File: src/core/xirq_pkg.sv
package xirq_pkg;
    // Register addresses in the special-function space
    localparam logic [7:0] XIRQ_ADDR_ENABLE_A = 8'h00_E6;
    localparam logic [7:0] XIRQ_ADDR_ENABLE_B = 8'h00_E7;
    localparam logic [7:0] XIRQ_ADDR_LEVEL_A = 8'h00_F6;
    localparam logic [7:0] XIRQ_ADDR_LEVEL_B = 8'h00_F7;

    // Reset values
    localparam logic [7:0] XIRQ_RST_ENABLE_A = 8'h00_00;
    localparam logic [7:0] XIRQ_RST_ENABLE_B = 8'h00_00;
    localparam logic [7:0] XIRQ_RST_LEVEL_A = 8'h00_00;
    localparam logic [7:0] XIRQ_RST_LEVEL_B = 8'h00_00;

    // Writable bits; all others hold zero
    localparam logic [7:0] XIRQ_WMASK_A = 8'h00_F5;
    localparam logic [7:0] XIRQ_WMASK_B = 8'h00_BE;

    // Field positions, shared by enable and level registers of a pair
    localparam int XIRQ_BIT_CMP_B_RISE = 7;
    localparam int XIRQ_BIT_CMP_B_FALL = 6;
    localparam int XIRQ_BIT_CMP_A_RISE = 5;
    localparam int XIRQ_BIT_CMP_A_FALL = 4;
    localparam int XIRQ_BIT_CONV_WINDOW = 2;
    localparam int XIRQ_BIT_SERIAL = 0;
    localparam int XIRQ_BIT_CLOCK_VALID = 7;
    localparam int XIRQ_BIT_SOFT0 = 2;
    localparam int XIRQ_BIT_CONV_DONE = 1;

    // Source indices, lowest index wins among equals
    localparam int XIRQ_NUM_SRC = 12;
    localparam int XIRQ_SRC_SERIAL = 0;
    localparam int XIRQ_SRC_CONV_WINDOW = 1;
    localparam int XIRQ_SRC_CMP_A_FALL = 2;
    localparam int XIRQ_SRC_CMP_A_RISE = 3;
    localparam int XIRQ_SRC_CMP_B_FALL = 4;
    localparam int XIRQ_SRC_CMP_B_RISE = 5;
    localparam int XIRQ_SRC_CONV_DONE = 6;
    localparam int XIRQ_SRC_SOFT0 = 7;
    localparam int XIRQ_NUM_SOFT = 4;
    localparam int XIRQ_SRC_CLOCK_VALID = 11;
    localparam int XIRQ_IDX_W = 4;

    // Service nesting state
    typedef enum logic [3:0] {
        XIRQ_SVC_NONE = 4'b0001,
        XIRQ_SVC_LOW = 4'b0010,
        XIRQ_SVC_HIGH = 4'b0100,
        XIRQ_SVC_NEST = 4'b1000
    } xirq_svc_e;
endpackage : xirq_pkg

File: src/core/xirq_ctrl.sv
`timescale 1ns/1ps
// Behaviour
// - Bit7 mask gates comparator B rising flag
// - Bit6 mask gates comparator B falling flag
// - Bit5 mask gates comparator A rising flag
// - Bit4 mask gates comparator A falling flag
// - Bit2 mask gates converter window compare
// - Bit0 mask gates all serial peripheral requests
// - Bits 3,1 of first pair read zero
// - Second mask bit7 gates crystal valid flag
// - Second mask bits 5..2 gate soft irqs
// - Second mask bit1 gates conversion done
// - Level bits 7..4 rank comparator sources
// - Level bits 2,0 rank window and serial
// - Second level bit7 ranks crystal valid
// - Second level bits 5..2 rank soft irqs
// - Second level bit1 ranks conversion; bit0 zero
// - Global enable off blocks every source
// - High preempts low; fixed order among equals
module xirq_ctrl
    import xirq_pkg::*;
#(
    parameter int ADDR_W = 8
) (
    // Clock and reset
    input wire logic clk,
    input wire logic rst,
    // Special-function register port
    input wire logic [ADDR_W-1:0] sfr_addr,
    input wire logic sfr_wr,
    input wire logic sfr_rd,
    input wire logic [7:0] sfr_wdata,
    output logic [7:0] sfr_rdata,
    output logic sfr_hit,
    // Global enable and pending flags from peripherals
    input wire logic global_irq_enable,
    input wire logic cmp_b_rise_flag,
    input wire logic cmp_b_fall_flag,
    input wire logic cmp_a_rise_flag,
    input wire logic cmp_a_fall_flag,
    input wire logic conv_window_flag,
    input wire logic serial_periph_flag,
    input wire logic crystal_valid_flag,
    input wire logic conv_done_flag,
    input wire logic [xirq_pkg::XIRQ_NUM_SOFT-1:0] soft_irq_flag,
    // Core arbitration side
    output logic [xirq_pkg::XIRQ_NUM_SRC-1:0] gated_req,
    output logic [xirq_pkg::XIRQ_NUM_SRC-1:0] gated_level,
    output logic irq_valid,
    output logic [xirq_pkg::XIRQ_IDX_W-1:0] irq_index,
    output logic irq_high,
    input wire logic irq_ack,
    input wire logic irq_return
);
    import xirq_pkg::*;

    if (ADDR_W < 8) begin : g_bad_addr
        $error("xirq_ctrl: ADDR_W must be at least 8");
    end

    logic [7:0] enable_a;
    logic [7:0] enable_b;
    logic [7:0] level_a;
    logic [7:0] level_b;
    logic [7:0] next_enable_a;
    logic [7:0] next_enable_b;
    logic [7:0] next_level_a;
    logic [7:0] next_level_b;
    logic [7:0] next_sfr_rdata;
    logic next_sfr_hit;
    logic [7:0] addr8;

    assign addr8 = sfr_addr[7:0];

    // Register file
    always_comb begin
        next_enable_a = enable_a;
        next_enable_b = enable_b;
        next_level_a = level_a;
        next_level_b = level_b;
        next_sfr_rdata = 8'h00_00;
        next_sfr_hit = 1'b0;
        if (sfr_wr) begin
            case (addr8)
                XIRQ_ADDR_ENABLE_A: next_enable_a = sfr_wdata & XIRQ_WMASK_A;
                XIRQ_ADDR_ENABLE_B: next_enable_b = sfr_wdata & XIRQ_WMASK_B;
                XIRQ_ADDR_LEVEL_A: next_level_a = sfr_wdata & XIRQ_WMASK_A;
                XIRQ_ADDR_LEVEL_B: next_level_b = sfr_wdata & XIRQ_WMASK_B;
                default: ;
            endcase
        end
        if (sfr_rd) begin
            next_sfr_hit = 1'b1;
            case (addr8)
                XIRQ_ADDR_ENABLE_A: next_sfr_rdata = enable_a;
                XIRQ_ADDR_ENABLE_B: next_sfr_rdata = enable_b;
                XIRQ_ADDR_LEVEL_A: next_sfr_rdata = level_a;
                XIRQ_ADDR_LEVEL_B: next_sfr_rdata = level_b;
                default: next_sfr_hit = 1'b0;
            endcase
        end
    end

    always_ff @(posedge clk or posedge rst) begin
        if (rst) begin
            enable_a <= XIRQ_RST_ENABLE_A;
            enable_b <= XIRQ_RST_ENABLE_B;
            level_a <= XIRQ_RST_LEVEL_A;
            level_b <= XIRQ_RST_LEVEL_B;
            sfr_rdata <= 8'h00_00;
            sfr_hit <= 1'b0;
        end else begin
            enable_a <= next_enable_a;
            enable_b <= next_enable_b;
            level_a <= next_level_a;
            level_b <= next_level_b;
            sfr_rdata <= next_sfr_rdata;
            sfr_hit <= next_sfr_hit;
        end
    end

    // Per-source flag, mask and level in fixed order
    logic [XIRQ_NUM_SRC-1:0] src_flag;
    logic [XIRQ_NUM_SRC-1:0] src_mask;
    logic [XIRQ_NUM_SRC-1:0] src_level;

    assign src_flag[XIRQ_SRC_SERIAL] = serial_periph_flag;
    assign src_flag[XIRQ_SRC_CONV_WINDOW] = conv_window_flag;
    assign src_flag[XIRQ_SRC_CMP_A_FALL] = cmp_a_fall_flag;
    assign src_flag[XIRQ_SRC_CMP_A_RISE] = cmp_a_rise_flag;
    assign src_flag[XIRQ_SRC_CMP_B_FALL] = cmp_b_fall_flag;
    assign src_flag[XIRQ_SRC_CMP_B_RISE] = cmp_b_rise_flag;
    assign src_flag[XIRQ_SRC_CONV_DONE] = conv_done_flag;
    assign src_flag[XIRQ_SRC_CLOCK_VALID] = crystal_valid_flag;

    assign src_mask[XIRQ_SRC_SERIAL] = enable_a[XIRQ_BIT_SERIAL];
    assign src_mask[XIRQ_SRC_CONV_WINDOW] = enable_a[XIRQ_BIT_CONV_WINDOW];
    assign src_mask[XIRQ_SRC_CMP_A_FALL] = enable_a[XIRQ_BIT_CMP_A_FALL];
    assign src_mask[XIRQ_SRC_CMP_A_RISE] = enable_a[XIRQ_BIT_CMP_A_RISE];
    assign src_mask[XIRQ_SRC_CMP_B_FALL] = enable_a[XIRQ_BIT_CMP_B_FALL];
    assign src_mask[XIRQ_SRC_CMP_B_RISE] = enable_a[XIRQ_BIT_CMP_B_RISE];
    assign src_mask[XIRQ_SRC_CONV_DONE] = enable_b[XIRQ_BIT_CONV_DONE];
    assign src_mask[XIRQ_SRC_CLOCK_VALID] = enable_b[XIRQ_BIT_CLOCK_VALID];

    assign src_level[XIRQ_SRC_SERIAL] = level_a[XIRQ_BIT_SERIAL];
    assign src_level[XIRQ_SRC_CONV_WINDOW] = level_a[XIRQ_BIT_CONV_WINDOW];
    assign src_level[XIRQ_SRC_CMP_A_FALL] = level_a[XIRQ_BIT_CMP_A_FALL];
    assign src_level[XIRQ_SRC_CMP_A_RISE] = level_a[XIRQ_BIT_CMP_A_RISE];
    assign src_level[XIRQ_SRC_CMP_B_FALL] = level_a[XIRQ_BIT_CMP_B_FALL];
    assign src_level[XIRQ_SRC_CMP_B_RISE] = level_a[XIRQ_BIT_CMP_B_RISE];
    assign src_level[XIRQ_SRC_CONV_DONE] = level_b[XIRQ_BIT_CONV_DONE];
    assign src_level[XIRQ_SRC_CLOCK_VALID] = level_b[XIRQ_BIT_CLOCK_VALID];

    for (genvar s = 0; s < XIRQ_NUM_SOFT; s++) begin : g_soft
        assign src_flag[XIRQ_SRC_SOFT0+s] = soft_irq_flag[s];
        assign src_mask[XIRQ_SRC_SOFT0+s] = enable_b[XIRQ_BIT_SOFT0+s];
        assign src_level[XIRQ_SRC_SOFT0+s] = level_b[XIRQ_BIT_SOFT0+s];
    end

    // Service nesting and selection
    xirq_svc_e svc;
    xirq_svc_e next_svc;
    xirq_svc_e svc_after_ret;
    logic [XIRQ_NUM_SRC-1:0] next_gated_req;
    logic [XIRQ_NUM_SRC-1:0] next_gated_level;
    logic next_irq_valid;
    logic [XIRQ_IDX_W-1:0] next_irq_index;
    logic next_irq_high;
    logic allow_low;
    logic allow_high;

    always_comb begin
        // Masked request only while the global enable is on
        next_gated_req = src_flag & src_mask & {XIRQ_NUM_SRC{global_irq_enable}};
        next_gated_level = src_level;
        // Nothing preempts a high routine; low yields to high only
        allow_high = (svc == XIRQ_SVC_NONE) || (svc == XIRQ_SVC_LOW);
        allow_low = (svc == XIRQ_SVC_NONE);
        next_irq_valid = 1'b0;
        next_irq_index = '0;
        next_irq_high = 1'b0;
        // Downward scan so the lowest index is the last to win
        for (int i = XIRQ_NUM_SRC - 1; i >= 0; i--) begin
            if (next_gated_req[i] && src_level[i] && allow_high) begin
                next_irq_valid = 1'b1;
                next_irq_index = XIRQ_IDX_W'(i);
                next_irq_high = 1'b1;
            end
        end
        if (!next_irq_valid) begin
            for (int i = XIRQ_NUM_SRC - 1; i >= 0; i--) begin
                if (next_gated_req[i] && !src_level[i] && allow_low) begin
                    next_irq_valid = 1'b1;
                    next_irq_index = XIRQ_IDX_W'(i);
                end
            end
        end
        // Return is applied before a same-cycle ack
        svc_after_ret = svc;
        if (irq_return) begin
            case (svc)
                XIRQ_SVC_NEST: svc_after_ret = XIRQ_SVC_LOW;
                default: svc_after_ret = XIRQ_SVC_NONE;
            endcase
        end
        next_svc = svc_after_ret;
        if (irq_ack && irq_valid) begin
            case (svc_after_ret)
                XIRQ_SVC_NONE: next_svc = irq_high ? XIRQ_SVC_HIGH : XIRQ_SVC_LOW;
                XIRQ_SVC_LOW: next_svc = irq_high ? XIRQ_SVC_NEST : XIRQ_SVC_LOW;
                default: next_svc = svc_after_ret;
            endcase
            // Offer is stale once taken; hold it off a cycle
            next_irq_valid = 1'b0;
        end
    end

    always_ff @(posedge clk or posedge rst) begin
        if (rst) begin
            svc <= XIRQ_SVC_NONE;
            gated_req <= '0;
            gated_level <= '0;
            irq_valid <= 1'b0;
            irq_index <= '0;
            irq_high <= 1'b0;
        end else begin
            svc <= next_svc;
            gated_req <= next_gated_req;
            gated_level <= next_gated_level;
            irq_valid <= next_irq_valid;
            irq_index <= next_irq_index;
            irq_high <= next_irq_high;
        end
    end
endmodule : xirq_ctrl

File: config.mk
export PLATFORM = sky130hd
export DESIGN_NAME = xirq_ctrl
export DESIGN_NICKNAME = d
export VERILOG_FILES = /design/src/core/xirq_pkg.sv /design/src/core/xirq_ctrl.sv
export SDC_FILE = /design/constraint.sdc
export NUM_CORES = 1
export LEC_CHECK = 0
export ABC_AREA = 0
export BUFFER_PORTS_ARGS = -buffer_cell sky130_fd_sc_hd__buf_2
export CAP_MARGIN = 10
export CORE_ASPECT_RATIO = 0.7
export CORE_UTILIZATION = 53
export CTS_CLUSTER_DIAMETER = 200
export DETAILED_ROUTE_END_ITERATION = 10
export PLACE_DENSITY = 0.79
export SYNTH_ARGS = -nofsm -noshare
export SYNTH_HDL_FRONTEND = slang
export SYNTH_SLANG_ARGS = --single-unit
File: constraint.sdc
create_clock -name clk -period 2.33 [get_ports clk]
set_clock_uncertainty 0.15 [all_clocks]
set_input_delay 0.233 -clock clk [delete_from_list [all_inputs] [get_ports clk]]
set_output_delay 0.233 -clock clk [all_outputs]
set_load 0.02 [all_outputs]
==> flow_results.xml, run 1 <==
<?xml version="1.0" encoding="UTF-8"?>
<metrics>
  <group name="worst_setup_path">
    <metric name="required" unit="ns">2.41</metric>
    <metric name="path_cells" unit="">xor2_1, and2_4, o31a_2, and2b_4, and3_1, a311o_1</metric>
    <metric name="critPathMaxFanout" unit="">9</metric>
    <metric name="worst_setup_path_end_kind" unit="">register</metric>
    <metric name="regToRegStartpoint" unit="">svc[0]$_DFF_PP1_</metric>
    <metric name="crit_path_start_kind" unit="">register</metric>
    <metric name="cp.buffers_inverters" unit="">0</metric>
    <metric name="worstRegToRegCells" unit="">6</metric>
    <metric name="reg2reg_setup_slack" unit="ns">0.25</metric>
    <metric name="worstPathArrival" unit="ns">2.16</metric>
    <metric name="timing.setup.critical_path_class" unit="">register to register</metric>
    <metric name="crit_path_top_delay_cell" unit="">sky130_fd_sc_hd__dfstp_2</metric>
    <metric name="timing.critical_path.max_delay_family" unit="">flip-flops</metric>
    <metric name="slowest_stage_delay_on_critical_path" unit="ns">0.62</metric>
    <metric name="worstReg2RegEnd" unit="">irq_index[0]$_DFF_PP0_</metric>
  </group>
  <group name="yosys">
    <metric name="yosysWarningCount" unit="">0</metric>
    <metric name="yosysSeqAreaShare" unit="%">54.7</metric>
    <metric name="postSynth.asyncResetShare" unit="%">100</metric>
    <metric name="synth_largest_area_cell" unit="">sky130_fd_sc_hd__dfrtp_1</metric>
    <metric name="dominantRegCellSynth" unit="">sky130_fd_sc_hd__dfrtp_1</metric>
    <metric name="mappedNetlistNets" unit="">285</metric>
    <metric name="synth-edff-count" unit="">0</metric>
    <metric name="synth_top_area_share" unit="%">53.9</metric>
    <metric name="post_synth.cell_area_avg" unit="um^2">12.3</metric>
    <metric name="post_synth_inst_count" unit="">250</metric>
    <metric name="synth_commonest_cells" unit="">sky130_fd_sc_hd__dfrtp_1 (66), sky130_fd_sc_hd__mux2_2 (24), sky130_fd_sc_hd__nor2_1 (21)</metric>
    <metric name="netlist-cell-type-count" unit="">57</metric>
    <metric name="ys_seq_elements" unit="">67</metric>
    <metric name="post-synth-top-count-cell" unit="">sky130_fd_sc_hd__dfrtp_1</metric>
    <metric name="mappedNetlistArea" unit="mm^2">0.00307</metric>
    <metric name="synthTopCellsByArea" unit="">sky130_fd_sc_hd__dfrtp_1 (54%), sky130_fd_sc_hd__mux2_2 (8.8%), sky130_fd_sc_hd__mux4_2 (2.9%)</metric>
  </group>
  <group name="placement">
    <metric name="finalWeightedCongestion" unit="">0.852</metric>
    <metric name="port_buffers" unit="">73</metric>
    <metric name="placed_cells" unit="">395</metric>
    <metric name="dpl.hpwl" unit="um">5630</metric>
    <metric name="dp_slack" unit="ns">0.177</metric>
  </group>
  <group name="routing">
    <metric name="drt-vias-per-instance" unit="">5.82</metric>
    <metric name="wirelength" unit="um">7400</metric>
    <metric name="dr_total_vias" unit="">2425</metric>
    <metric name="drt.antenna.violating_nets" unit="">0</metric>
    <metric name="remaining_drc_errors" unit="">0</metric>
    <metric name="number_of_detailed_route_iterations_in_the_first_pass" unit="">5</metric>
    <metric name="routed_wire_length_per_instance" unit="um">17.8</metric>
    <metric name="drtIter0Drc" unit="">182</metric>
  </group>
  <group name="global_routing">
    <metric name="grt_start_max_net_pins" unit="">27</metric>
    <metric name="grt_first_pass_wirelength" unit="um">11700</metric>
    <metric name="via_count_of_the_first_global_routing_pass" unit="">2250</metric>
    <metric name="grt_antenna_before_repair" unit="">0</metric>
    <metric name="grt.overflow.total" unit="">0</metric>
    <metric name="grt_usage" unit="%">26.5</metric>
  </group>
  <group name="layout">
    <metric name="n_antenna_cell" unit="">0</metric>
    <metric name="finalNonFillerCells" unit="">417</metric>
    <metric name="syn_to_final_growth" unit="%">24.2</metric>
    <metric name="final_net_count" unit="">375</metric>
    <metric name="drive_gt1_share" unit="%">41.4</metric>
  </group>
  <group name="floorplan">
    <metric name="initial_utilization" unit="%">56.8</metric>
    <metric name="dieWidth" unit="um">92.9</metric>
    <metric name="die_h" unit="um">65.6</metric>
    <metric name="top_level_ports" unit="">74</metric>
    <metric name="placeableCoreArea" unit="mm^2">0.00540</metric>
    <metric name="die_area" unit="mm^2">0.00610</metric>
    <metric name="row_count" unit="">22</metric>
  </group>
  <group name="min_path">
    <metric name="worst_hold_path.endpoint" unit="">enable_a[5]$_DFFE_PP0P_</metric>
    <metric name="hold_path_startpoint" unit="">sfr_wdata[5]</metric>
    <metric name="hold_path.class" unit="">input pin to register</metric>
    <metric name="worst_hold_path.num_cells" unit="">2</metric>
  </group>
  <group name="clock_tree">
    <metric name="number_of_clock_buffers_inserted_by_tritoncts" unit="">9</metric>
    <metric name="cts_num_sinks" unit="">67</metric>
    <metric name="cts_tree" unit="">done</metric>
    <metric name="clk-insertion-delay-late" unit="ns">0.35</metric>
    <metric name="postCtsResizedCells" unit="">0</metric>
    <metric name="maximum_buffer_depth_of_the_clock_tree" unit="">2</metric>
    <metric name="clk_pin_slew" unit="ns">0.08</metric>
    <metric name="cts_root_buffer" unit="">sky130_fd_sc_hd__clkbuf_8</metric>
    <metric name="htreeDepth" unit="">3</metric>
  </group>
  <group name="sta">
    <metric name="worst_pin_slew" unit="ns">0.509</metric>
    <metric name="fin_hold_ws" unit="ns">0.0187</metric>
    <metric name="fin_tns_setup" unit="ns">0</metric>
    <metric name="final.setup.worst_slack" unit="ns">0.251</metric>
    <metric name="setup_viol" unit="">0</metric>
    <metric name="final_hold_viol_count" unit="">0</metric>
    <metric name="timing.final.crit_share" unit="%">89.2</metric>
    <metric name="drv_slew" unit="">0</metric>
    <metric name="rsz0062_at_grt" unit="">no</metric>
    <metric name="layout_min_cycle_time" unit="ns">2.08</metric>
    <metric name="worst_slew_margin_rel" unit="%">65.8</metric>
    <metric name="fmaxAchievable" unit="GHz">0.481</metric>
  </group>
  <group name="outcome">
    <metric name="status" unit="">complete, no violations</metric>
  </group>
  <group name="job">
    <metric name="max_cap_violations" unit="">0</metric>
  </group>
  <group name="pwr">
    <metric name="power.leakage" unit="nW">2.04</metric>
    <metric name="irDropWorstVdd" unit="mV">0.554</metric>
    <metric name="p_per_area" unit="mW/mm^2">707</metric>
  </group>
</metrics>
-- how the worst max path moves through the flow --
stage                                        from                 endpoint  cells past startpoint
after global routing      enable_b[5]$_DFFE_PP0P_   irq_index[1]$_DFF_PP0_                      7
final                            svc[0]$_DFF_PP1_   irq_index[0]$_DFF_PP0_                      6
after CTS                        svc[0]$_DFF_PP1_   irq_index[0]$_DFF_PP0_                      6
after floorplan                               rst  enable_a[0]$_DFFE_PP0P_                      1
after detailed placement        global_irq_enable   irq_index[1]$_DFF_PP0_                      7
after global placement          global_irq_enable   irq_index[1]$_DFF_PP0_                      7
-- timing repair --
item,in CTS,in global routing
hold buffers,6,0
buffers inserted,0,0
endpoints found under the hold margin,28,0
-- per-layer routing --
metal / part of all wire (%) / global-route usage [%] / wire (um)
met1: 48 / 40.0 / 3520
met2: 42 / 36.2 / 3120
met3: 9.3 / 8.45 / 686
met4: 0.93 / 8.08 / 69
met5: 0 / 0 / 0
-- where the power goes --
part,internal [mW],switching (mW)
registers,1.22,0.0538
clock network,0.604,0.451
logic,0.148,0.220
-- through the flow --
| step | utilization (%) | power, mW | cell area [um^2] |
|---|---|---|---|
| 5_1_grt | 70.6 | 2.81 | 3810 |
| 2_1_floorplan | - | 1.55 | 3070 |
| 4_1_cts | 70.6 | 2.71 | 3810 |
| 3_3_place_gp | 65.4 | 1.64 | 3530 |
| 3_5_place_dp | 65.4 | 1.65 | 3530 |
| 6_report | 70.6 | 2.69 | 3810 |
-- layout by cell type, fill, tap and decap left out, drive strengths merged, types with 2 or more instances in the layout --
master,instances
inv,10
nor3b,2
and2b,4
nand2,11
nand4,10
a31oi,3
o21a,5
nor3,3
mux4,4
clkinvlp,3
buf,81
nor2,21
o31ai,2
and4,3
and2,2
o21ai,10
a32oi,3
mux2i,5
nand4b,2
dfrtp,66
dlygate4sd3,6
nand3,10
nor2b,4
bufinv,2
clkbuf,10
and3,14
o41ai,2
a21oi,5
mux2,24
-- flip-flops by register name, indices dropped and copies added (netlist names) --
name         count
gated_level     12
level_b          6
level_a          6
irq_index        4
sfr_rdata        8
svc              4
irq_valid        1
enable_a         6
sfr_hit          1
gated_req       12
enable_b         6
irq_high         1
-- cells by family after synthesis --
| family | count (synthesis) | share of synthesized area (%) |
|---|---|---|
| mux | 33 | 13.4 |
| compound gates | 41 | 9.72 |
| flops | 67 | 54.7 |
| xor+xnor | 1 | 0.286 |
| simple gates | 90 | 18.6 |
| buf+inv | 18 | 3.31 |
-- final cells by class --
type	instances	area (um^2)
flip-flops and latches	67	1680
fillers	432	1590
multi-input cells	165	1290
repair buffers	87	498
clock buffers	10	128
clock inverters	6	91.3
well taps	72	90.1
inverters	10	37.5
Power figures use the tool's default switching activity.
==> run 2: changes to the inputs <==
--- a/config.mk
+++ b/config.mk
@@ -6,13 +6,13 @@
 export NUM_CORES = 1
 export LEC_CHECK = 0
 export ABC_AREA = 0
-export BUFFER_PORTS_ARGS = -buffer_cell sky130_fd_sc_hd__buf_2
+export BUFFER_PORTS_ARGS = -buffer_cell sky130_fd_sc_hd__clkbuf_2
 export CAP_MARGIN = 10
 export CORE_ASPECT_RATIO = 0.7
 export CORE_UTILIZATION = 53
 export CTS_CLUSTER_DIAMETER = 200
 export DETAILED_ROUTE_END_ITERATION = 10
-export PLACE_DENSITY = 0.79
+export PLACE_DENSITY = 0.88
 export SYNTH_ARGS = -nofsm -noshare
 export SYNTH_HDL_FRONTEND = slang
 export SYNTH_SLANG_ARGS = --single-unit
==> flow_results.xml, run 2 (synthesis gave the netlist of run 1 again) <==
<?xml version="1.0" encoding="UTF-8"?>
<metrics>
  <group name="layout">
    <metric name="post-route-util" unit="%">70.0</metric>
    <metric name="syn_to_final_growth" unit="%">23.2</metric>
    <metric name="n_fill_cell" unit="">397</metric>
    <metric name="layout_common_cells" unit="">sky130_fd_sc_hd__clkbuf_2 (73), sky130_fd_sc_hd__dfrtp_1 (66), sky130_fd_sc_hd__mux2_2 (24)</metric>
    <metric name="largest_registers" unit="">gated_level (12), gated_req (12), sfr_rdata (8)</metric>
    <metric name="drive_gt1_share" unit="%">41.1</metric>
    <metric name="stdcell_area" unit="mm^2">0.00378</metric>
    <metric name="n_antenna_cell" unit="">0</metric>
    <metric name="layout_commonest_cell" unit="">sky130_fd_sc_hd__clkbuf_2</metric>
    <metric name="final_net_count" unit="">371</metric>
    <metric name="finalNonFillerCells" unit="">413</metric>
  </group>
  <group name="floorplan">
    <metric name="initial_utilization" unit="%">56.8</metric>
    <metric name="row_count" unit="">22</metric>
    <metric name="top_level_ports" unit="">74</metric>
    <metric name="die_area" unit="mm^2">0.00610</metric>
    <metric name="die_h" unit="um">65.6</metric>
    <metric name="placeableCoreArea" unit="mm^2">0.00540</metric>
    <metric name="dieWidth" unit="um">92.9</metric>
  </group>
  <group name="sta">
    <metric name="fin_hold_ws" unit="ns">0.0222</metric>
    <metric name="timing.final.crit_share" unit="%">89.5</metric>
    <metric name="drv_slew" unit="">0</metric>
    <metric name="fin_tns_setup" unit="ns">0</metric>
    <metric name="worst_pin_slew" unit="ns">0.661</metric>
    <metric name="final.setup.worst_slack" unit="ns">0.245</metric>
    <metric name="rsz0062_at_grt" unit="">no</metric>
    <metric name="setup_viol" unit="">0</metric>
    <metric name="layout_min_cycle_time" unit="ns">2.08</metric>
    <metric name="fmaxAchievable" unit="GHz">0.480</metric>
    <metric name="worst_slew_margin_rel" unit="%">55.9</metric>
    <metric name="final_hold_viol_count" unit="">0</metric>
  </group>
  <group name="outcome">
    <metric name="status" unit="">complete, no violations</metric>
  </group>
  <group name="placement">
    <metric name="port_buffers" unit="">73</metric>
    <metric name="placement.cell_area" unit="mm^2">0.00350</metric>
    <metric name="dp_slack" unit="ns">0.149</metric>
    <metric name="dpl.hpwl" unit="um">5210</metric>
    <metric name="placed_cells" unit="">391</metric>
    <metric name="finalWeightedCongestion" unit="">0.934</metric>
  </group>
  <group name="min_path">
    <metric name="hold_path.class" unit="">input pin to register</metric>
  </group>
  <group name="global_routing">
    <metric name="grt.overflow.total" unit="">0</metric>
    <metric name="via_count_of_the_first_global_routing_pass" unit="">2369</metric>
    <metric name="grt_antenna_before_repair" unit="">0</metric>
    <metric name="grt_start_max_net_pins" unit="">39</metric>
    <metric name="grt_usage" unit="%">26.2</metric>
    <metric name="grt_first_pass_wirelength" unit="um">11500</metric>
  </group>
  <group name="clock_tree">
    <metric name="postCtsResizedCells" unit="">0</metric>
    <metric name="clk_pin_slew" unit="ns">0.07</metric>
    <metric name="cts_num_sinks" unit="">67</metric>
    <metric name="clk-insertion-delay-late" unit="ns">0.34</metric>
    <metric name="post_cts_buffers" unit="">0</metric>
    <metric name="maximum_buffer_depth_of_the_clock_tree" unit="">2</metric>
    <metric name="number_of_clock_buffers_inserted_by_tritoncts" unit="">9</metric>
    <metric name="htreeDepth" unit="">3</metric>
    <metric name="cts_tree" unit="">done</metric>
    <metric name="cts_root_buffer" unit="">sky130_fd_sc_hd__clkbuf_8</metric>
  </group>
  <group name="routing">
    <metric name="routed_wire_length_per_instance" unit="um">17.1</metric>
    <metric name="drt.antenna.violating_nets" unit="">0</metric>
    <metric name="drt-vias-per-instance" unit="">5.83</metric>
    <metric name="drtIter0Drc" unit="">251</metric>
    <metric name="remaining_drc_errors" unit="">0</metric>
    <metric name="dr_total_vias" unit="">2407</metric>
    <metric name="wirelength" unit="um">7040</metric>
    <metric name="number_of_detailed_route_iterations_in_the_first_pass" unit="">4</metric>
  </group>
  <group name="worst_setup_path">
    <metric name="regToRegStartpoint" unit="">svc[3]$_DFF_PP0_</metric>
    <metric name="worstReg2RegEnd" unit="">irq_index[0]$_DFF_PP0_</metric>
    <metric name="critPathLaunch" unit="">svc[3]$_DFF_PP0_</metric>
    <metric name="worstPathArrival" unit="ns">2.16</metric>
    <metric name="worst_setup_path_end_kind" unit="">register</metric>
    <metric name="worstRegToRegCells" unit="">6</metric>
    <metric name="crit_path_start_kind" unit="">register</metric>
    <metric name="critPathMaxFanout" unit="">7</metric>
    <metric name="worstSetupEndpoint" unit="">irq_index[0]$_DFF_PP0_</metric>
    <metric name="timing.setup.critical_path_class" unit="">register to register</metric>
    <metric name="reg2reg_setup_slack" unit="ns">0.25</metric>
    <metric name="required" unit="ns">2.40</metric>
  </group>
  <group name="pwr">
    <metric name="power.leakage" unit="nW">2.01</metric>
    <metric name="irDropWorstVdd" unit="mV">0.408</metric>
    <metric name="p_comb_share" unit="%">13.3</metric>
    <metric name="sequentialPowerShare" unit="%">47.6</metric>
    <metric name="share_clk_of_total_power" unit="%">39.1</metric>
    <metric name="post-layout-total-power" unit="mW">2.67</metric>
    <metric name="p_sw_share" unit="%">26.6</metric>
    <metric name="cell_internal_pwr" unit="mW">1.96</metric>
    <metric name="power.net_switching" unit="uW">711</metric>
    <metric name="p_per_area" unit="mW/mm^2">708</metric>
  </group>
  <group name="job">
    <metric name="max_cap_violations" unit="">0</metric>
  </group>
</metrics>
## run 2: changes by cell type in the layout (fill, tap and decap cells not counted)
cell	before	now
sky130_fd_sc_hd__clkbuf_1	1	0
sky130_fd_sc_hd__buf_4	7	3
sky130_fd_sc_hd__clkbuf_2	0	73
sky130_fd_sc_hd__clkinvlp_4	3	0
sky130_fd_sc_hd__buf_2	73	0
sky130_fd_sc_hd__clkinv_2	0	3
sky130_fd_sc_hd__clkinv_4	1	2
## run 2: how the worst min path moves through the flow
stage                       startpoint                      end  cells past startpoint  slack (ns)
after detailed placement           rst   irq_index[1]$_DFF_PP0_                      2        0.20
final                     sfr_wdata[5]  enable_b[5]$_DFFE_PP0P_                      2        0.02
after global routing      sfr_wdata[5]   level_a[5]$_DFFE_PP0P_                      2        0.01
after global placement             rst   irq_index[1]$_DFF_PP0_                      2        0.20
after floorplan                irq_ack      irq_valid$_DFF_PP0_                      1        0.16
after CTS                 sfr_wdata[5]   level_b[5]$_DFFE_PP0P_                      2       0.008
## run 2: what timing repair did
item                                    4_1_cts  5_1_grt
endpoints found under the setup margin        0        0
hold buffers                                  6        0
endpoints found under the hold margin        37        0
## run 2: layer usage
layer  GRT usage [%]  up-vias  routed length (um)
li1                -     1096                   -
met1            36.1     1158                3170
met2            37.7      137                3010
met3            9.72       16                 724
met4            10.6        0                 135
met5               0        -                   0
## run 2: power groups by stage
stage	logic, mW	clock network (mW)	registers, mW
finish	0.357	1.04	1.27
CTS	0.352	1.06	1.27
global placement	0.337	0	1.29
detailed placement	0.340	0	1.29
floorplan	0.250	0	1.30
global route	0.386	1.13	1.28
## run 2: layout make-up
cell class                 count  area, um^2  area share (%)
clock inverter                 7        92.6            2.45
multi-input combinational    165        1290            34.1
sequential                    67        1680            44.4
timing repair buffer          83         468            12.4
tap                           72        90.1            2.39
inverter                      10        37.5           0.994
clock buffer                   9         124            3.28
## run 2: worst max-delay path: stages (launching register included)
cell and delay (ns):
sky130_fd_sc_hd__dfrtp_1 0.46, sky130_fd_sc_hd__nor2_1 0.24, sky130_fd_sc_hd__and3_1 0.36, sky130_fd_sc_hd__o21ai_1 0.16, sky130_fd_sc_hd__o21ai_0 0.11, sky130_fd_sc_hd__o211ai_1 0.12, sky130_fd_sc_hd__a311o_1 0.37
